<file path="src/cgt_pkg.sv">
`default_nettype none
package cgt_pkg;
	localparam int unsigned ADDR_W = 8;
	localparam int unsigned DATA_W = 32;
	localparam int unsigned CNT_W = 8;
	localparam int unsigned CKS_W = 3;
	localparam int unsigned PRESC_W = 7;
	localparam int unsigned AGE_W = 2;

	localparam logic [ADDR_W-1:0] OFF_MODE = 8'h00;
	localparam logic [ADDR_W-1:0] OFF_LOW = 8'h04;
	localparam logic [ADDR_W-1:0] OFF_HIGH = 8'h08;
	localparam logic [ADDR_W-1:0] OFF_GATE = 8'h0C;
	localparam logic [ADDR_W-1:0] OFF_STAT = 8'h10;

	localparam int unsigned MODE_RUN_BIT = 0;
	localparam int unsigned MODE_CKS_LSB = 1;
	localparam int unsigned GATE_BUF_BIT = 0;
	localparam int unsigned GATE_ACT_BIT = 1;
	localparam int unsigned GATE_RMC_BIT = 2;
	localparam int unsigned STAT_CNT_LSB = 0;
	localparam int unsigned STAT_CAR_BIT = 8;
	localparam int unsigned STAT_SEL_BIT = 9;
	localparam int unsigned STAT_PEND_BIT = 10;
	localparam int unsigned STAT_CYC_BIT = 11;

	localparam logic [CNT_W-1:0] CNT_CLEAR = 8'h00;
	localparam logic [CNT_W-1:0] CMP_RST = 8'h00;
	localparam logic [CKS_W-1:0] CKS_RST = 3'h0;
	localparam logic [PRESC_W-1:0] PRESC_RST = 7'h00;
	localparam logic [AGE_W-1:0] AGE_RST = 2'h0;
	localparam logic [AGE_W-1:0] HIGH_XFER_TICKS = 2'h3;
	localparam logic [DATA_W-1:0] DATA_ZERO = 32'h0000_0000;
	localparam logic [1:0] RESP_OKAY = 2'h0;
	localparam logic [1:0] RESP_SLVERR = 2'h2;

	typedef enum logic {SEL_LOW, SEL_HIGH} cmp_sel_t;
endpackage : cgt_pkg
`default_nettype wire

</file>
<file path="src/carrier_generator_timer.sv">
// Functional notes
// - High value transfer needs three count clocks
// - Counter stopped while the run bit is clear
// - Run starts count, carrier idles low
// - Low match: irq, invert, clear, select high
// - High match: irq, invert, clear, select low
// - Equal values give fifty percent duty
// - Cycle timer pulse synchronised to count clock
// - Transfer pulse copies buffer into active gate
// - Gate zero, carrier low: output low
// - Gated carrier starts at carrier rising edge
// - High pulse completes after gate falls
// - New high value latched until old match
// - Old high match still acts normally
// - Output follows remote enable and gate
// - Gate transfer at second count clock
// - Active gate read-only, buffer read-write
`timescale 1ns/1ps
`default_nettype none
module carrier_generator_timer
	import cgt_pkg::*;
(
	input wire logic aclk,
	input wire logic aresetn,
	input wire logic ce,
	input wire logic [ADDR_W-1:0] s_axi_awaddr,
	input wire logic s_axi_awvalid,
	output logic s_axi_awready,
	input wire logic [DATA_W-1:0] s_axi_wdata,
	input wire logic [3:0] s_axi_wstrb,
	input wire logic s_axi_wvalid,
	output logic s_axi_wready,
	output logic [1:0] s_axi_bresp,
	output logic s_axi_bvalid,
	input wire logic s_axi_bready,
	input wire logic [ADDR_W-1:0] s_axi_araddr,
	input wire logic s_axi_arvalid,
	output logic s_axi_arready,
	output logic [DATA_W-1:0] s_axi_rdata,
	output logic [1:0] s_axi_rresp,
	output logic s_axi_rvalid,
	input wire logic s_axi_rready,
	input wire logic cycle_timer_run,
	input wire logic cycle_timer_irq,
	output logic carrier_match_irq,
	output logic synced_gate_transfer,
	output logic carrier_out_pin
);
	function automatic logic hit_f(input logic [CNT_W-1:0] cnt, input logic [CNT_W-1:0] cmp);
		hit_f = (cnt == cmp);
	endfunction : hit_f

	function automatic logic mapped_f(input logic [ADDR_W-1:0] a);
		mapped_f = (a == OFF_MODE) || (a == OFF_LOW) || (a == OFF_HIGH) ||
			(a == OFF_GATE) || (a == OFF_STAT);
	endfunction : mapped_f

	// Register file state.
	logic run_q, run_d;
	logic [CKS_W-1:0] cks_q, cks_d;
	logic [CNT_W-1:0] low_q, low_d, high_latch_q, high_latch_d, high_active_q, high_active_d;
	logic pend_q, pend_d;
	logic [AGE_W-1:0] age_q, age_d;
	logic gate_buf_q, gate_buf_d, gate_act_q, gate_act_d, remote_q, remote_d;

	// Counter state.
	logic [CNT_W-1:0] cnt_q, cnt_d;
	logic carrier_q, carrier_d, open_q, open_d, irq_d, out_d;
	cmp_sel_t sel_q, sel_d;

	// Bus state.
	logic aw_have_q, aw_have_d, w_have_q, w_have_d;
	logic [ADDR_W-1:0] awaddr_q, awaddr_d;
	logic [DATA_W-1:0] wdata_q, wdata_d, rdata_d;
	logic [3:0] wstrb_q, wstrb_d;
	logic awready_d, wready_d, bvalid_d, arready_d, rvalid_d;
	logic [1:0] bresp_d, rresp_d;

	logic tick, xfer, wr_do, wr_ok, hit, hit_high;

	count_tick count_tick_i (
		.aclk(aclk),
		.aresetn(aresetn),
		.ce(ce),
		.run(run_q),
		.sel(cks_q),
		.tick_q(tick)
	);

	gate_sync gate_sync_i (
		.aclk(aclk),
		.aresetn(aresetn),
		.ce(ce),
		.tick(tick),
		.irq_in(cycle_timer_irq),
		.synced_q(synced_gate_transfer),
		.xfer_q(xfer)
	);

	// AXI4-Lite slave: address and data taken in either order, one response.
	always_comb begin
		aw_have_d = aw_have_q;
		w_have_d = w_have_q;
		awaddr_d = awaddr_q;
		wdata_d = wdata_q;
		wstrb_d = wstrb_q;
		bvalid_d = s_axi_bvalid;
		bresp_d = s_axi_bresp;
		rvalid_d = s_axi_rvalid;
		rresp_d = s_axi_rresp;
		rdata_d = s_axi_rdata;
		arready_d = s_axi_arready;
		if (s_axi_awvalid && s_axi_awready) begin
			aw_have_d = 1'b1;
			awaddr_d = s_axi_awaddr;
		end
		if (s_axi_wvalid && s_axi_wready) begin
			w_have_d = 1'b1;
			wdata_d = s_axi_wdata;
			wstrb_d = s_axi_wstrb;
		end
		wr_do = aw_have_q && w_have_q && !s_axi_bvalid;
		wr_ok = wr_do && mapped_f(awaddr_q) && wstrb_q[0];
		if (wr_do) begin
			aw_have_d = 1'b0;
			w_have_d = 1'b0;
			bvalid_d = 1'b1;
			bresp_d = mapped_f(awaddr_q) ? RESP_OKAY : RESP_SLVERR;
		end else if (s_axi_bvalid && s_axi_bready) begin
			bvalid_d = 1'b0;
		end
		awready_d = !aw_have_d && !bvalid_d;
		wready_d = !w_have_d && !bvalid_d;
		if (s_axi_arvalid && s_axi_arready) begin
			arready_d = 1'b0;
			rvalid_d = 1'b1;
			rresp_d = mapped_f(s_axi_araddr) ? RESP_OKAY : RESP_SLVERR;
			rdata_d = DATA_ZERO;
			if (s_axi_araddr == OFF_MODE) begin
				rdata_d[MODE_RUN_BIT] = run_q;
				rdata_d[MODE_CKS_LSB +: CKS_W] = cks_q;
			end else if (s_axi_araddr == OFF_LOW) begin
				rdata_d[CNT_W-1:0] = low_q;
			end else if (s_axi_araddr == OFF_HIGH) begin
				rdata_d[CNT_W-1:0] = high_latch_q;
			end else if (s_axi_araddr == OFF_GATE) begin
				rdata_d[GATE_BUF_BIT] = gate_buf_q;
				rdata_d[GATE_ACT_BIT] = gate_act_q;
				rdata_d[GATE_RMC_BIT] = remote_q;
			end else if (s_axi_araddr == OFF_STAT) begin
				rdata_d[STAT_CNT_LSB +: CNT_W] = cnt_q;
				rdata_d[STAT_CAR_BIT] = carrier_q;
				rdata_d[STAT_SEL_BIT] = (sel_q == SEL_HIGH);
				rdata_d[STAT_PEND_BIT] = pend_q;
				rdata_d[STAT_CYC_BIT] = cycle_timer_run;
			end
		end else if (s_axi_rvalid && s_axi_rready) begin
			rvalid_d = 1'b0;
			arready_d = 1'b1;
		end
		if (!(s_axi_arvalid && s_axi_arready) && !rvalid_d) begin
			arready_d = 1'b1;
		end
	end

	// Software-visible control, with the held high compare value.
	always_comb begin
		run_d = run_q;
		cks_d = cks_q;
		low_d = low_q;
		high_latch_d = high_latch_q;
		gate_buf_d = gate_buf_q;
		remote_d = remote_q;
		pend_d = pend_q;
		age_d = age_q;
		high_active_d = high_active_q;
		gate_act_d = xfer ? gate_buf_q : gate_act_q;
		if (tick && pend_q && age_q != HIGH_XFER_TICKS) begin
			age_d = AGE_W'(age_q + 1'b1);
		end
		if (!run_q) begin
			high_active_d = high_latch_q;
			pend_d = 1'b0;
		end else if (hit_high && pend_q && age_q == HIGH_XFER_TICKS) begin
			high_active_d = high_latch_q;
			pend_d = 1'b0;
		end
		if (wr_ok) begin
			if (awaddr_q == OFF_MODE) begin
				run_d = wdata_q[MODE_RUN_BIT];
				cks_d = wdata_q[MODE_CKS_LSB +: CKS_W];
			end else if (awaddr_q == OFF_LOW) begin
				low_d = wdata_q[CNT_W-1:0];
			end else if (awaddr_q == OFF_HIGH) begin
				high_latch_d = wdata_q[CNT_W-1:0];
				pend_d = run_q;
				age_d = AGE_RST;
			end else if (awaddr_q == OFF_GATE) begin
				gate_buf_d = wdata_q[GATE_BUF_BIT];
				remote_d = wdata_q[GATE_RMC_BIT];
			end
		end
	end

	// Alternating compare counter and gated carrier output.
	always_comb begin
		hit = run_q && tick && hit_f(cnt_q, sel_q == SEL_LOW ? low_q : high_active_q);
		hit_high = hit && (sel_q == SEL_HIGH);
		cnt_d = cnt_q;
		carrier_d = carrier_q;
		sel_d = sel_q;
		open_d = open_q;
		irq_d = hit;
		if (!run_q) begin
			cnt_d = CNT_CLEAR;
			carrier_d = 1'b0;
			sel_d = SEL_LOW;
		end else if (hit) begin
			cnt_d = CNT_CLEAR;
			carrier_d = !carrier_q;
			sel_d = (sel_q == SEL_LOW) ? SEL_HIGH : SEL_LOW;
		end else if (tick) begin
			cnt_d = CNT_W'(cnt_q + 1'b1);
		end
		// Sampling the gate only on a rising carrier edge keeps every high pulse whole.
		if (carrier_d && !carrier_q) begin
			open_d = gate_act_d;
		end else if (!carrier_d) begin
			open_d = 1'b0;
		end
		out_d = remote_d ? (carrier_d && open_d) : gate_act_d;
	end

	always_ff @(posedge aclk) begin
		if (!aresetn) begin
			run_q <= 1'b0;
			cks_q <= CKS_RST;
			low_q <= CMP_RST;
			high_latch_q <= CMP_RST;
			high_active_q <= CMP_RST;
			pend_q <= 1'b0;
			age_q <= AGE_RST;
			gate_buf_q <= 1'b0;
			gate_act_q <= 1'b0;
			remote_q <= 1'b0;
			cnt_q <= CNT_CLEAR;
			carrier_q <= 1'b0;
			sel_q <= SEL_LOW;
			open_q <= 1'b0;
			carrier_match_irq <= 1'b0;
			carrier_out_pin <= 1'b0;
			aw_have_q <= 1'b0;
			w_have_q <= 1'b0;
			awaddr_q <= OFF_MODE;
			wdata_q <= DATA_ZERO;
			wstrb_q <= 4'h0;
			s_axi_awready <= 1'b0;
			s_axi_wready <= 1'b0;
			s_axi_bvalid <= 1'b0;
			s_axi_bresp <= RESP_OKAY;
			s_axi_arready <= 1'b0;
			s_axi_rvalid <= 1'b0;
			s_axi_rresp <= RESP_OKAY;
			s_axi_rdata <= DATA_ZERO;
		end else if (ce) begin
			run_q <= run_d;
			cks_q <= cks_d;
			low_q <= low_d;
			high_latch_q <= high_latch_d;
			high_active_q <= high_active_d;
			pend_q <= pend_d;
			age_q <= age_d;
			gate_buf_q <= gate_buf_d;
			gate_act_q <= gate_act_d;
			remote_q <= remote_d;
			cnt_q <= cnt_d;
			carrier_q <= carrier_d;
			sel_q <= sel_d;
			open_q <= open_d;
			carrier_match_irq <= irq_d;
			carrier_out_pin <= out_d;
			aw_have_q <= aw_have_d;
			w_have_q <= w_have_d;
			awaddr_q <= awaddr_d;
			wdata_q <= wdata_d;
			wstrb_q <= wstrb_d;
			s_axi_awready <= awready_d;
			s_axi_wready <= wready_d;
			s_axi_bvalid <= bvalid_d;
			s_axi_bresp <= bresp_d;
			s_axi_arready <= arready_d;
			s_axi_rvalid <= rvalid_d;
			s_axi_rresp <= rresp_d;
			s_axi_rdata <= rdata_d;
		end
	end
endmodule : carrier_generator_timer
`default_nettype wire

</file>
<file path="src/count_tick.sv">
`timescale 1ns/1ps
`default_nettype none
module count_tick
	import cgt_pkg::*;
(
	input wire logic aclk,
	input wire logic aresetn,
	input wire logic ce,
	input wire logic run,
	input wire logic [CKS_W-1:0] sel,
	output logic tick_q
);
	logic [PRESC_W-1:0] div_q, div_d, mask;
	logic tick_d;

	always_comb begin
		mask = PRESC_W'((8'h01 << sel) - 8'h01);
		// The divider restarts with the timer so the first count clock is a full period.
		div_d = run ? PRESC_W'(div_q + 1'b1) : PRESC_RST;
		tick_d = run && ((div_q & mask) == mask);
	end

	always_ff @(posedge aclk) begin
		if (!aresetn) begin
			div_q <= PRESC_RST;
			tick_q <= 1'b0;
		end else if (ce) begin
			div_q <= div_d;
			tick_q <= tick_d;
		end
	end
endmodule : count_tick
`default_nettype wire

</file>
<file path="src/gate_sync.sv">
`timescale 1ns/1ps
`default_nettype none
module gate_sync
	import cgt_pkg::*;
(
	input wire logic aclk,
	input wire logic aresetn,
	input wire logic ce,
	input wire logic tick,
	input wire logic irq_in,
	output logic synced_q,
	output logic xfer_q
);
	logic pend_q, pend_d, arm_q, arm_d, synced_d, xfer_d;

	always_comb begin
		// A request landing on the consuming tick is kept for the next one.
		pend_d = irq_in || (pend_q && !tick);
		synced_d = tick ? pend_q : synced_q;
		arm_d = tick ? synced_q : arm_q;
		// The arm flop trails the synced pulse by one count clock, so the copy lands on the second.
		xfer_d = tick && arm_q;
	end

	always_ff @(posedge aclk) begin
		if (!aresetn) begin
			pend_q <= 1'b0;
			synced_q <= 1'b0;
			arm_q <= 1'b0;
			xfer_q <= 1'b0;
		end else if (ce) begin
			pend_q <= pend_d;
			synced_q <= synced_d;
			arm_q <= arm_d;
			xfer_q <= xfer_d;
		end
	end
endmodule : gate_sync
`default_nettype wire

</file>
<file path="config.mk">
export PLATFORM = sky130hd
export DESIGN_NAME = carrier_generator_timer
export DESIGN_NICKNAME = d
export VERILOG_FILES = /design/src/cgt_pkg.sv /design/src/carrier_generator_timer.sv /design/src/count_tick.sv /design/src/gate_sync.sv
export SDC_FILE = /design/constraint.sdc
export NUM_CORES = 1
export LEC_CHECK = 0
export ABC_AREA = 0
export BUFFER_PORTS_ARGS = -buffer_cell sky130_fd_sc_hd__buf_2
export CAP_MARGIN = 10
export CORE_MARGIN = 1
export CORE_UTILIZATION = 48
export DETAILED_ROUTE_END_ITERATION = 10
export PLACE_DENSITY_LB_ADDON = 0.15
export SETUP_SLACK_MARGIN = 0.2
export SLEW_MARGIN = 30
export SYNTH_ARGS = -nofsm -noshare
export SYNTH_HDL_FRONTEND = slang
export SYNTH_HIERARCHICAL = 1
export SYNTH_SLANG_ARGS = --single-unit
</file>
<file path="constraint.sdc">
create_clock -name aclk -period 2.55 [get_ports aclk]
set_input_delay 0.1275 -clock aclk [delete_from_list [all_inputs] [get_ports aclk]]
set_output_delay 0.1275 -clock aclk [all_outputs]
set_load 0.03 [all_outputs]
</file>
==> results by group, run 1 <==
Outcome
  • Status: finished, final reports clean

Die
  • Die Y: 100 um
  • IO Pins: 106
  • Floorplan die width: 100 um
  • Core footprint: 0.00933 sq mm
  • Die footprint: 0.0101 sq mm
  • Starting Density: 49.8%
  • Row count: 35

Pwr
  • VDD IR max: 0.259 mV
  • Pwr dens: 521 mW/mm^2
  • Switching share of total power: 28.1%
  • Flop pwr share: between 50% and 60%
  • Lkg Pwr: 2.15 nW
  • Cell internal pwr: 2.00 mW
  • Combinational power share: 9.0%
  • Net Switching: 0.782 mW
  • Proportion of power drawn by the clock network: 35.4%

CTS
  • Clock Pin Slew Worst Setup and Hold Paths: 0.10 ns
  • Clock root cell: clkbuf_8
  • Clock sinks: a little under 100
  • H-tree depth: 3
  • Max Root-Sink Buffers: 2
  • CTS tree: done
  • CTS Buf Count: 9
  • Worst-Skew Late Latency: 0.36 ns

Yosys
  • Mapped cell area: 0.00464 sq mm
  • YS warnings: 6
  • Post-synthesis average cell area: roughly 8.4 sq um
  • EDFF count, synth: 0
  • Gate Count Post-Synth: around 560
  • Count of different cell masters after synthesis: 60
  • Sequential cell area fraction in the yosys report: 41.8%
  • Synthesized flop and latch total: a little under 100
  • Main synth FF type: dfxtp_1
  • Post-synth ARST share: 0%

STA
  • Fin crit share: 87.7%
  • Minimum clock period: 2.24 ns
  • Highest clock rate: 0.447 GHz
  • Clock skew: ~0.0084 ns
  • Final setup fails: 0
  • RSZ-0062 raised after global routing: false
  • Pins Over Slew Limit: 0
  • Final Hold Fails: 0
  • TNS Setup: 0 ns
  • Slew margin rel.: around 64%
  • Worst-Margin Slew: 0.520 ns

Worst hold path
  • Min-Delay Startpoint: cycle_timer_irq
  • Hold Path Stages: 3
  • HP Class: input port to flip-flop
  • Min-Delay Endpoint: gate_sync_i/pend_q$_SDFFE_PN0P_

Drt
  • DR WL/cell: 13.9 um
  • Vias: 3996
  • Routed WL: 10600 um
  • Starting DRC count in detailed routing: 205
  • Vias per std cell: 5.26
  • First drt pass iteration count: 4
  • DRT antenna net count: 0
  • DRC viols: 0

Worst setup path
  • FF-to-FF End: carrier_q$_SDFFE_PN0P_
  • Crit-path max cell delay: 0.53 ns
  • R2R Setup Slk: 0.31 ns
  • Critical R2R Launch: sel_q$_SDFFE_PN0P_
  • Cell Chain, Critical Path: mux2i_1 > mux2i_1 > nand4_2 > or4_1 > a21oi_1 > a31o_1
  • Critical Path Most Common Cell: mux2i_1
  • Worst Setup End Kind: flip-flop
  • Max FO, Critical Path: 9
  • Critical path required time: approximately 2.9 ns
  • CP max stage cell: or4_1
  • Setup CP Type: flip-flop to flip-flop
  • R2r worst-path depth: 6
  • Worst Setup Start Kind: flip-flop
  • WP data arrival: about 2.6 ns

Run
  • Maxcap violations: 0

Finish
  • Post-layout nets: 691
  • Layout fillers: just under 900
  • Layout cells sized above 1: 15.2%
  • Layout area overhead: 14.9%
  • Layout Utilization: 57.2%
  • Antenna Cells: 0

Global route
  • Vias in the first global route: between 3000 and 4000
  • First-pass GRT wire length: 17700 um
  • Congestion Overflow GR: 0
  • Total Routing Usage GR: 22.1%
  • Initial antenna violation count: 0
  • Largest net degree at the start of global routing: 46

Placement
  • Buffers on Ports: 56
  • DP HPWL: ~7600 um
  • Placer congestion estimate: about 0.87
[Yosys cell counts, types with 3 or more instances]
cell type | count | share of area [%]
dfxtp_1 | 97 | 42
nand2_1 | 82 | 6.6
nor2_1 | 64 | 5.2
a21oi_1 | 42 | 4.5
mux2i_1 | 33 | 7.1
o21ai_0 | 29 | 3.1
nand3_1 | 25 | 2.7
buf_4 | 23 | 3.7
clkbuf_1 | 17 | 1.4
xor2_1 | 14 | 2.6
a22oi_1 | 8 | 1.3
inv_1 | 8 | 0.65
nand4_1 | 8 | 1.1
nand2b_1 | 7 | 0.94
nor3_1 | 7 | 0.75
a211oi_1 | 6 | 0.97
and3_1 | 5 | 0.67
xnor2_1 | 5 | 0.94
ha_1 | 4 | 1.1
nand3b_1 | 4 | 0.65
nor2b_1 | 4 | 0.54
o211ai_1 | 4 | 0.65
a21boi_0 | 3 | 0.48
a31o_1 | 3 | 0.57
buf_6 | 3 | 0.73
o21a_1 | 3 | 0.48
o22ai_1 | 3 | 0.40
or4_1 | 3 | 0.48
[critical path: cells and delay by family (launching register included)]
kind / cells / cell delay, ns
muxes: 2 / 0.61
and+or+nand+nor: 2 / 0.81
DFF: 1 / 0.51
AOI/OAI and AO/OA: 2 / 0.27
[state kept, by name, indices dropped and copies added, names as in the netlist, 2 cells and up]
| signal | count |
|---|---|
| high_latch_q | 8 |
| age_q | 2 |
| low_q | 8 |
| wdata_q | 8 |
| awaddr_q | 8 |
| cks_q | 3 |
| cnt_q | 8 |
| high_active_q | 8 |
| s_axi_rdata | 12 |
| count_tick_i/div_q | 7 |
[routing by layer]
metal  global-route usage (%)  wire, um
met4                     6.35        78
met3                     2.92       475
met1                     29.6      5020
met5                        0         0
met2                     37.3      5000
[placed cells by master (no fill, tap or decap), types with 6 or more instances in the layout]
cell type / synthesis / routed
a211oi_1: 6 / 6
dlygate4sd3_1: 0 / 17
clkbuf_8: 0 / 9
xor2_1: 14 / 14
mux2i_1: 33 / 33
nand2b_1: 7 / 7
inv_1: 8 / 8
nand4_1: 8 / 8
buf_2: 2 / 56
buf_4: 23 / 12
conb_1: 1 / 22
dfxtp_1: 97 / 96
a22oi_1: 8 / 8
nand2_1: 82 / 82
nor2_1: 64 / 64
a21oi_1: 42 / 42
nor3_1: 7 / 7
nand3_1: 25 / 25
o21ai_0: 29 / 29
[per-stage QoR]
stage / cells / area [sq um] / setup slack (ns) / power (mW) / hold WS [ns]
after global routing: 759 / 5340 / 0.224 / 2.91 / 0.0190
after detailed placement: 726 / 4970 / 0.188 / 1.81 / 0.373
final: 759 / 5340 / 0.313 / 2.78 / 0.0110
after CTS: 759 / 5340 / 0.324 / 2.80 / 0.00322
after global placement: 726 / 4970 / 0.235 / 1.81 / 0.365
after floorplan: 576 / 4720 / 0.600 / 1.76 / 0.263
[cells by family (layout without fill, tap and decap cells)]
group	after synthesis	after routing	synth area share, %
AO/OA/AOI/OAI	117	117	15.7
other	1	22	0.0807
flip-flops	97	97	41.8
AND/OR/NAND/NOR	227	227	23.4
adder cells (fa/ha/maj)	4	4	1.08
XOR/XNOR	19	19	3.58
buffers and inverters	57	111	7.25
multiplexers	33	33	7.11
[worst max path at each step]
stage | endpoint | start | cells past startpoint
6_report | carrier_q$_SDFFE_PN0P_ | sel_q$_SDFFE_PN0P_ | 6
5_1_grt | carrier_q$_SDFFE_PN0P_ | sel_q$_SDFFE_PN0P_ | 6
4_1_cts | sel_q$_SDFFE_PN0P_ | sel_q$_SDFFE_PN0P_ | 6
3_5_place_dp | sel_q$_SDFFE_PN0P_ | sel_q$_SDFFE_PN0P_ | 6
3_3_place_gp | sel_q$_SDFFE_PN0P_ | sel_q$_SDFFE_PN0P_ | 6
2_1_floorplan | low_q[4]$_SDFFE_PN0P_ | awaddr_q[1]$_SDFFE_PN0P_ | 8
[power by group through the flow]
stage               Combinational [mW]  Sequential [mW]  Clock [mW]
floorplan                        0.171             1.59           0
global placement                 0.227             1.58           0
detailed placement               0.229             1.58           0
CTS                              0.249             1.55        1.01
global route                     0.275             1.55        1.08
finish                           0.249             1.55       0.984
[repair_timing]
item | CTS | global route
hold buffers | 17 | 0
endpoints found under the hold margin | 17 | 0
buffers inserted | 0 | 0
resized for setup | 1 | 0
endpoints found under the setup margin | 2 | 0
[cell type report]
cell class | instances | area [sq um] | area share (%)
timing repair buffer | 86 | 561 | 10.5
multi-input combinational | 422 | 2440 | 45.8
clock inverter | 7 | 68.8 | 1.29
inverter | 9 | 33.8 | 0.633
sequential | 97 | 1940 | 36.4
clock buffer | 9 | 124 | 2.32
tap | 129 | 161 | 3.02
No activity file was read; power rests on OpenSTA's default activity.
==> run 2, diff against run 1 <==
--- a/config.mk
+++ b/config.mk
@@ -12,7 +12,10 @@
 export CORE_UTILIZATION = 48
 export DETAILED_ROUTE_END_ITERATION = 10
 export PLACE_DENSITY_LB_ADDON = 0.15
+export RECOVER_POWER = 50
+export REMOVE_ABC_BUFFERS = 1
 export SETUP_SLACK_MARGIN = 0.2
+export SKIP_LAST_GASP = 1
 export SLEW_MARGIN = 30
 export SYNTH_ARGS = -nofsm -noshare
 export SYNTH_HDL_FRONTEND = slang
==> run 2 against run 1 <==
  * The run now ends with capacitance limit, slew limit left
  * Register-to-register slack about the same
  * Via count grew 1.6%
  * Non-clock buffer count grew 2
  * Fmax is 0.36% lower
  * Total power is 2.5% higher
  * Worst hold slack better by 0.074 ns
==> results by group, run 2 (synthesized netlist as in run 1, its figures left out) <==
Finish
  • Leading cell type in the layout, fill and taps excluded: dfxtp_1
  • Post-layout nets: 693
  • Final instance area: 0.00534 sq mm
  • Commonest cells after routing, fill and taps aside: dfxtp_1 (96), nand2_1 (82), nor2_1 (64)
  • Antenna Cells: 0
  • Reg with most FFs: s_axi_rdata
  • Layout cells sized above 1: between 10% and 20%
  • Layout area overhead: 14.9%
  • Layout Utilization: ~57%
  • Max reg flops: 12
  • Post-route insts no fill: 761

Die
  • IO Pins: 106
  • Floorplan die width: ~100 um
  • Die footprint: 0.0101 sq mm
  • Core footprint: 0.00933 sq mm
  • Starting Density: 49.8%
  • Die Y: 100 um
  • Row count: 35

Drt
  • Routed WL: 10500 um
  • First drt pass iteration count: 5
  • DRC viols: 0
  • DRT antenna net count: 0
  • Vias: 4059
  • Starting DRC count in detailed routing: 183
  • Vias per std cell: 5.33
  • DR WL/cell: 13.8 um

Worst setup path
  • Max FO, Critical Path: 9
  • R2r worst-path depth: 6
  • CP Depth: 6
  • Worst Setup Start Kind: flip-flop
  • CP bufs+invs: 0
  • Critical path required time: 2.85 ns
  • Critical Path Most Common Cell: mux2i_1
  • FF-to-FF End: sel_q$_SDFFE_PN0P_
  • Cell Chain, Critical Path: mux2i_1 > mux2i_1 > nand4_2 > or4_1 > a21oi_1 > a31o_1
  • Critical R2R Launch: sel_q$_SDFFE_PN0P_
  • Crit-path max cell delay: ~0.54 ns
  • Setup CP Type: flip-flop to flip-flop
  • CP max stage cell: or4_1
  • WP data arrival: 2.55 ns
  • R2R Setup Slk: 0.31 ns
  • Worst path top cell family by delay: simple AND/OR/NAND/NOR gates
  • Worst Setup End Kind: flip-flop

STA
  • Worst-Margin Slew: 1.79 ns
  • Slew margin rel.: -19.1%
  • Final Hold Fails: 0
  • Pins Over Slew Limit: 44
  • Highest clock rate: 0.445 GHz
  • Fin crit share: 88.0%
  • TNS Setup: 0 ns
  • Clock skew: 0.0116 ns
  • Minimum clock period: 2.24 ns
  • Worst hold margin: 0.0847 ns
  • Final setup fails: 0
  • Setup ws final: 0.305 ns
  • RSZ-0062 raised after global routing: false

Worst hold path
  • HP Class: input port to flip-flop
  • Min-Delay Endpoint: s_axi_bvalid$_SDFFE_PN0P_
  • Hold Path Stages: 4
  • Min-Delay Startpoint: s_axi_bready

CTS
  • H-tree depth: 3
  • Clock sinks: 97
  • Clock root cell: clkbuf_8
  • CTS tree: done
  • CTS Buf Count: 9
  • Clock Pin Slew Worst Setup and Hold Paths: 0.10 ns
  • Worst-Skew Late Latency: ~0.36 ns
  • Max Root-Sink Buffers: 2

Placement
  • DP HPWL: 7520 um
  • Placer congestion estimate: 0.834
  • Placed instance area: approximately 0.005 sq mm
  • Buffers on Ports: between 50 and 60
  • Worst slack at placement: approximately 0.18 ns
  • Placed insts: 725

Pwr
  • Pwr dens: 534 mW/mm^2
  • VDD IR max: 0.332 mV
  • Lkg Pwr: 2.06 nW
  • Total power: 2.85 mW

Outcome
  • Status: finished with violations
  • Failing checks: capacitance limit, slew limit

Global route
  • Vias in the first global route: 3612
  • Largest net degree at the start of global routing: 44
  • Total Routing Usage GR: 21.6%
  • Congestion Overflow GR: 0
  • Initial antenna violation count: 0
  • First-pass GRT wire length: 17300 um

Run
  • Maxcap violations: 1
run 2: cell types whose count changed in the layout (fill, tap and decap cells not counted), sizes merged:
cell	previous run	this run
dlygate4sd3	17	19
clkinv	4	2
inv	12	11
bufinv	0	1
clkbuf	9	35
clkinvlp	0	1
buf	69	44
run 2: power breakdown:
| group | switching, mW | internal, mW |
|---|---|---|
| Sequential | 0.0161 | 1.53 |
| Clock | 0.561 | 0.493 |
| Combinational | 0.167 | 0.0828 |
| Total | 0.744 | 2.11 |
run 2: timing repair:
item                                    in CTS  in global routing
endpoints found under the setup margin       7                  1
hold buffers                                19                  0
resized for setup                            1                  1
hold endpoints to repair                    19                  0
pin swaps                                    1                  0
setup buffers                                1                  0
cloned                                       0                  0
run 2: tightest hold or removal path: stages:
cell and delay, ns:
buf_2 0.10, nand2_1 0.05, a21oi_1 0.06, nor2_1 0.07
run 2: final cells by class:
| class | instances | area, sq um |
|---|---|---|
| clock buffers | 10 | 138 |
| clock inverters | 6 | 71.3 |
| fillers | 915 | 3990 |
| inverters | 9 | 33.8 |
| multi-input cells | 422 | 2440 |
| flip-flops and latches | 97 | 1940 |
| well taps | 129 | 161 |
| repair buffers | 88 | 546 |
run 2: worst max path at each step:
stage                             start                            to
2_1_floorplan  awaddr_q[1]$_SDFFE_PN0P_  high_latch_q[0]$_SDFFE_PN0P_
3_3_place_gp         sel_q$_SDFFE_PN0P_        carrier_q$_SDFFE_PN0P_
3_5_place_dp         sel_q$_SDFFE_PN0P_            sel_q$_SDFFE_PN0P_
4_1_cts              sel_q$_SDFFE_PN0P_            sel_q$_SDFFE_PN0P_
5_1_grt                         aresetn         low_q[7]$_SDFFE_PN0P_
6_report             sel_q$_SDFFE_PN0P_            sel_q$_SDFFE_PN0P_
run 2: per-layer routing:
layer | vias to the layer above | GRT usage (%) | part of all wire [%]
met5 | - | 0 | 0
met4 | 0 | 5.91 | 0.93
met3 | 11 | 4.53 | 4.5
met2 | 110 | 36.3 | 47
met1 | 1897 | 28.2 | 48
li1 | 2041 | - | -
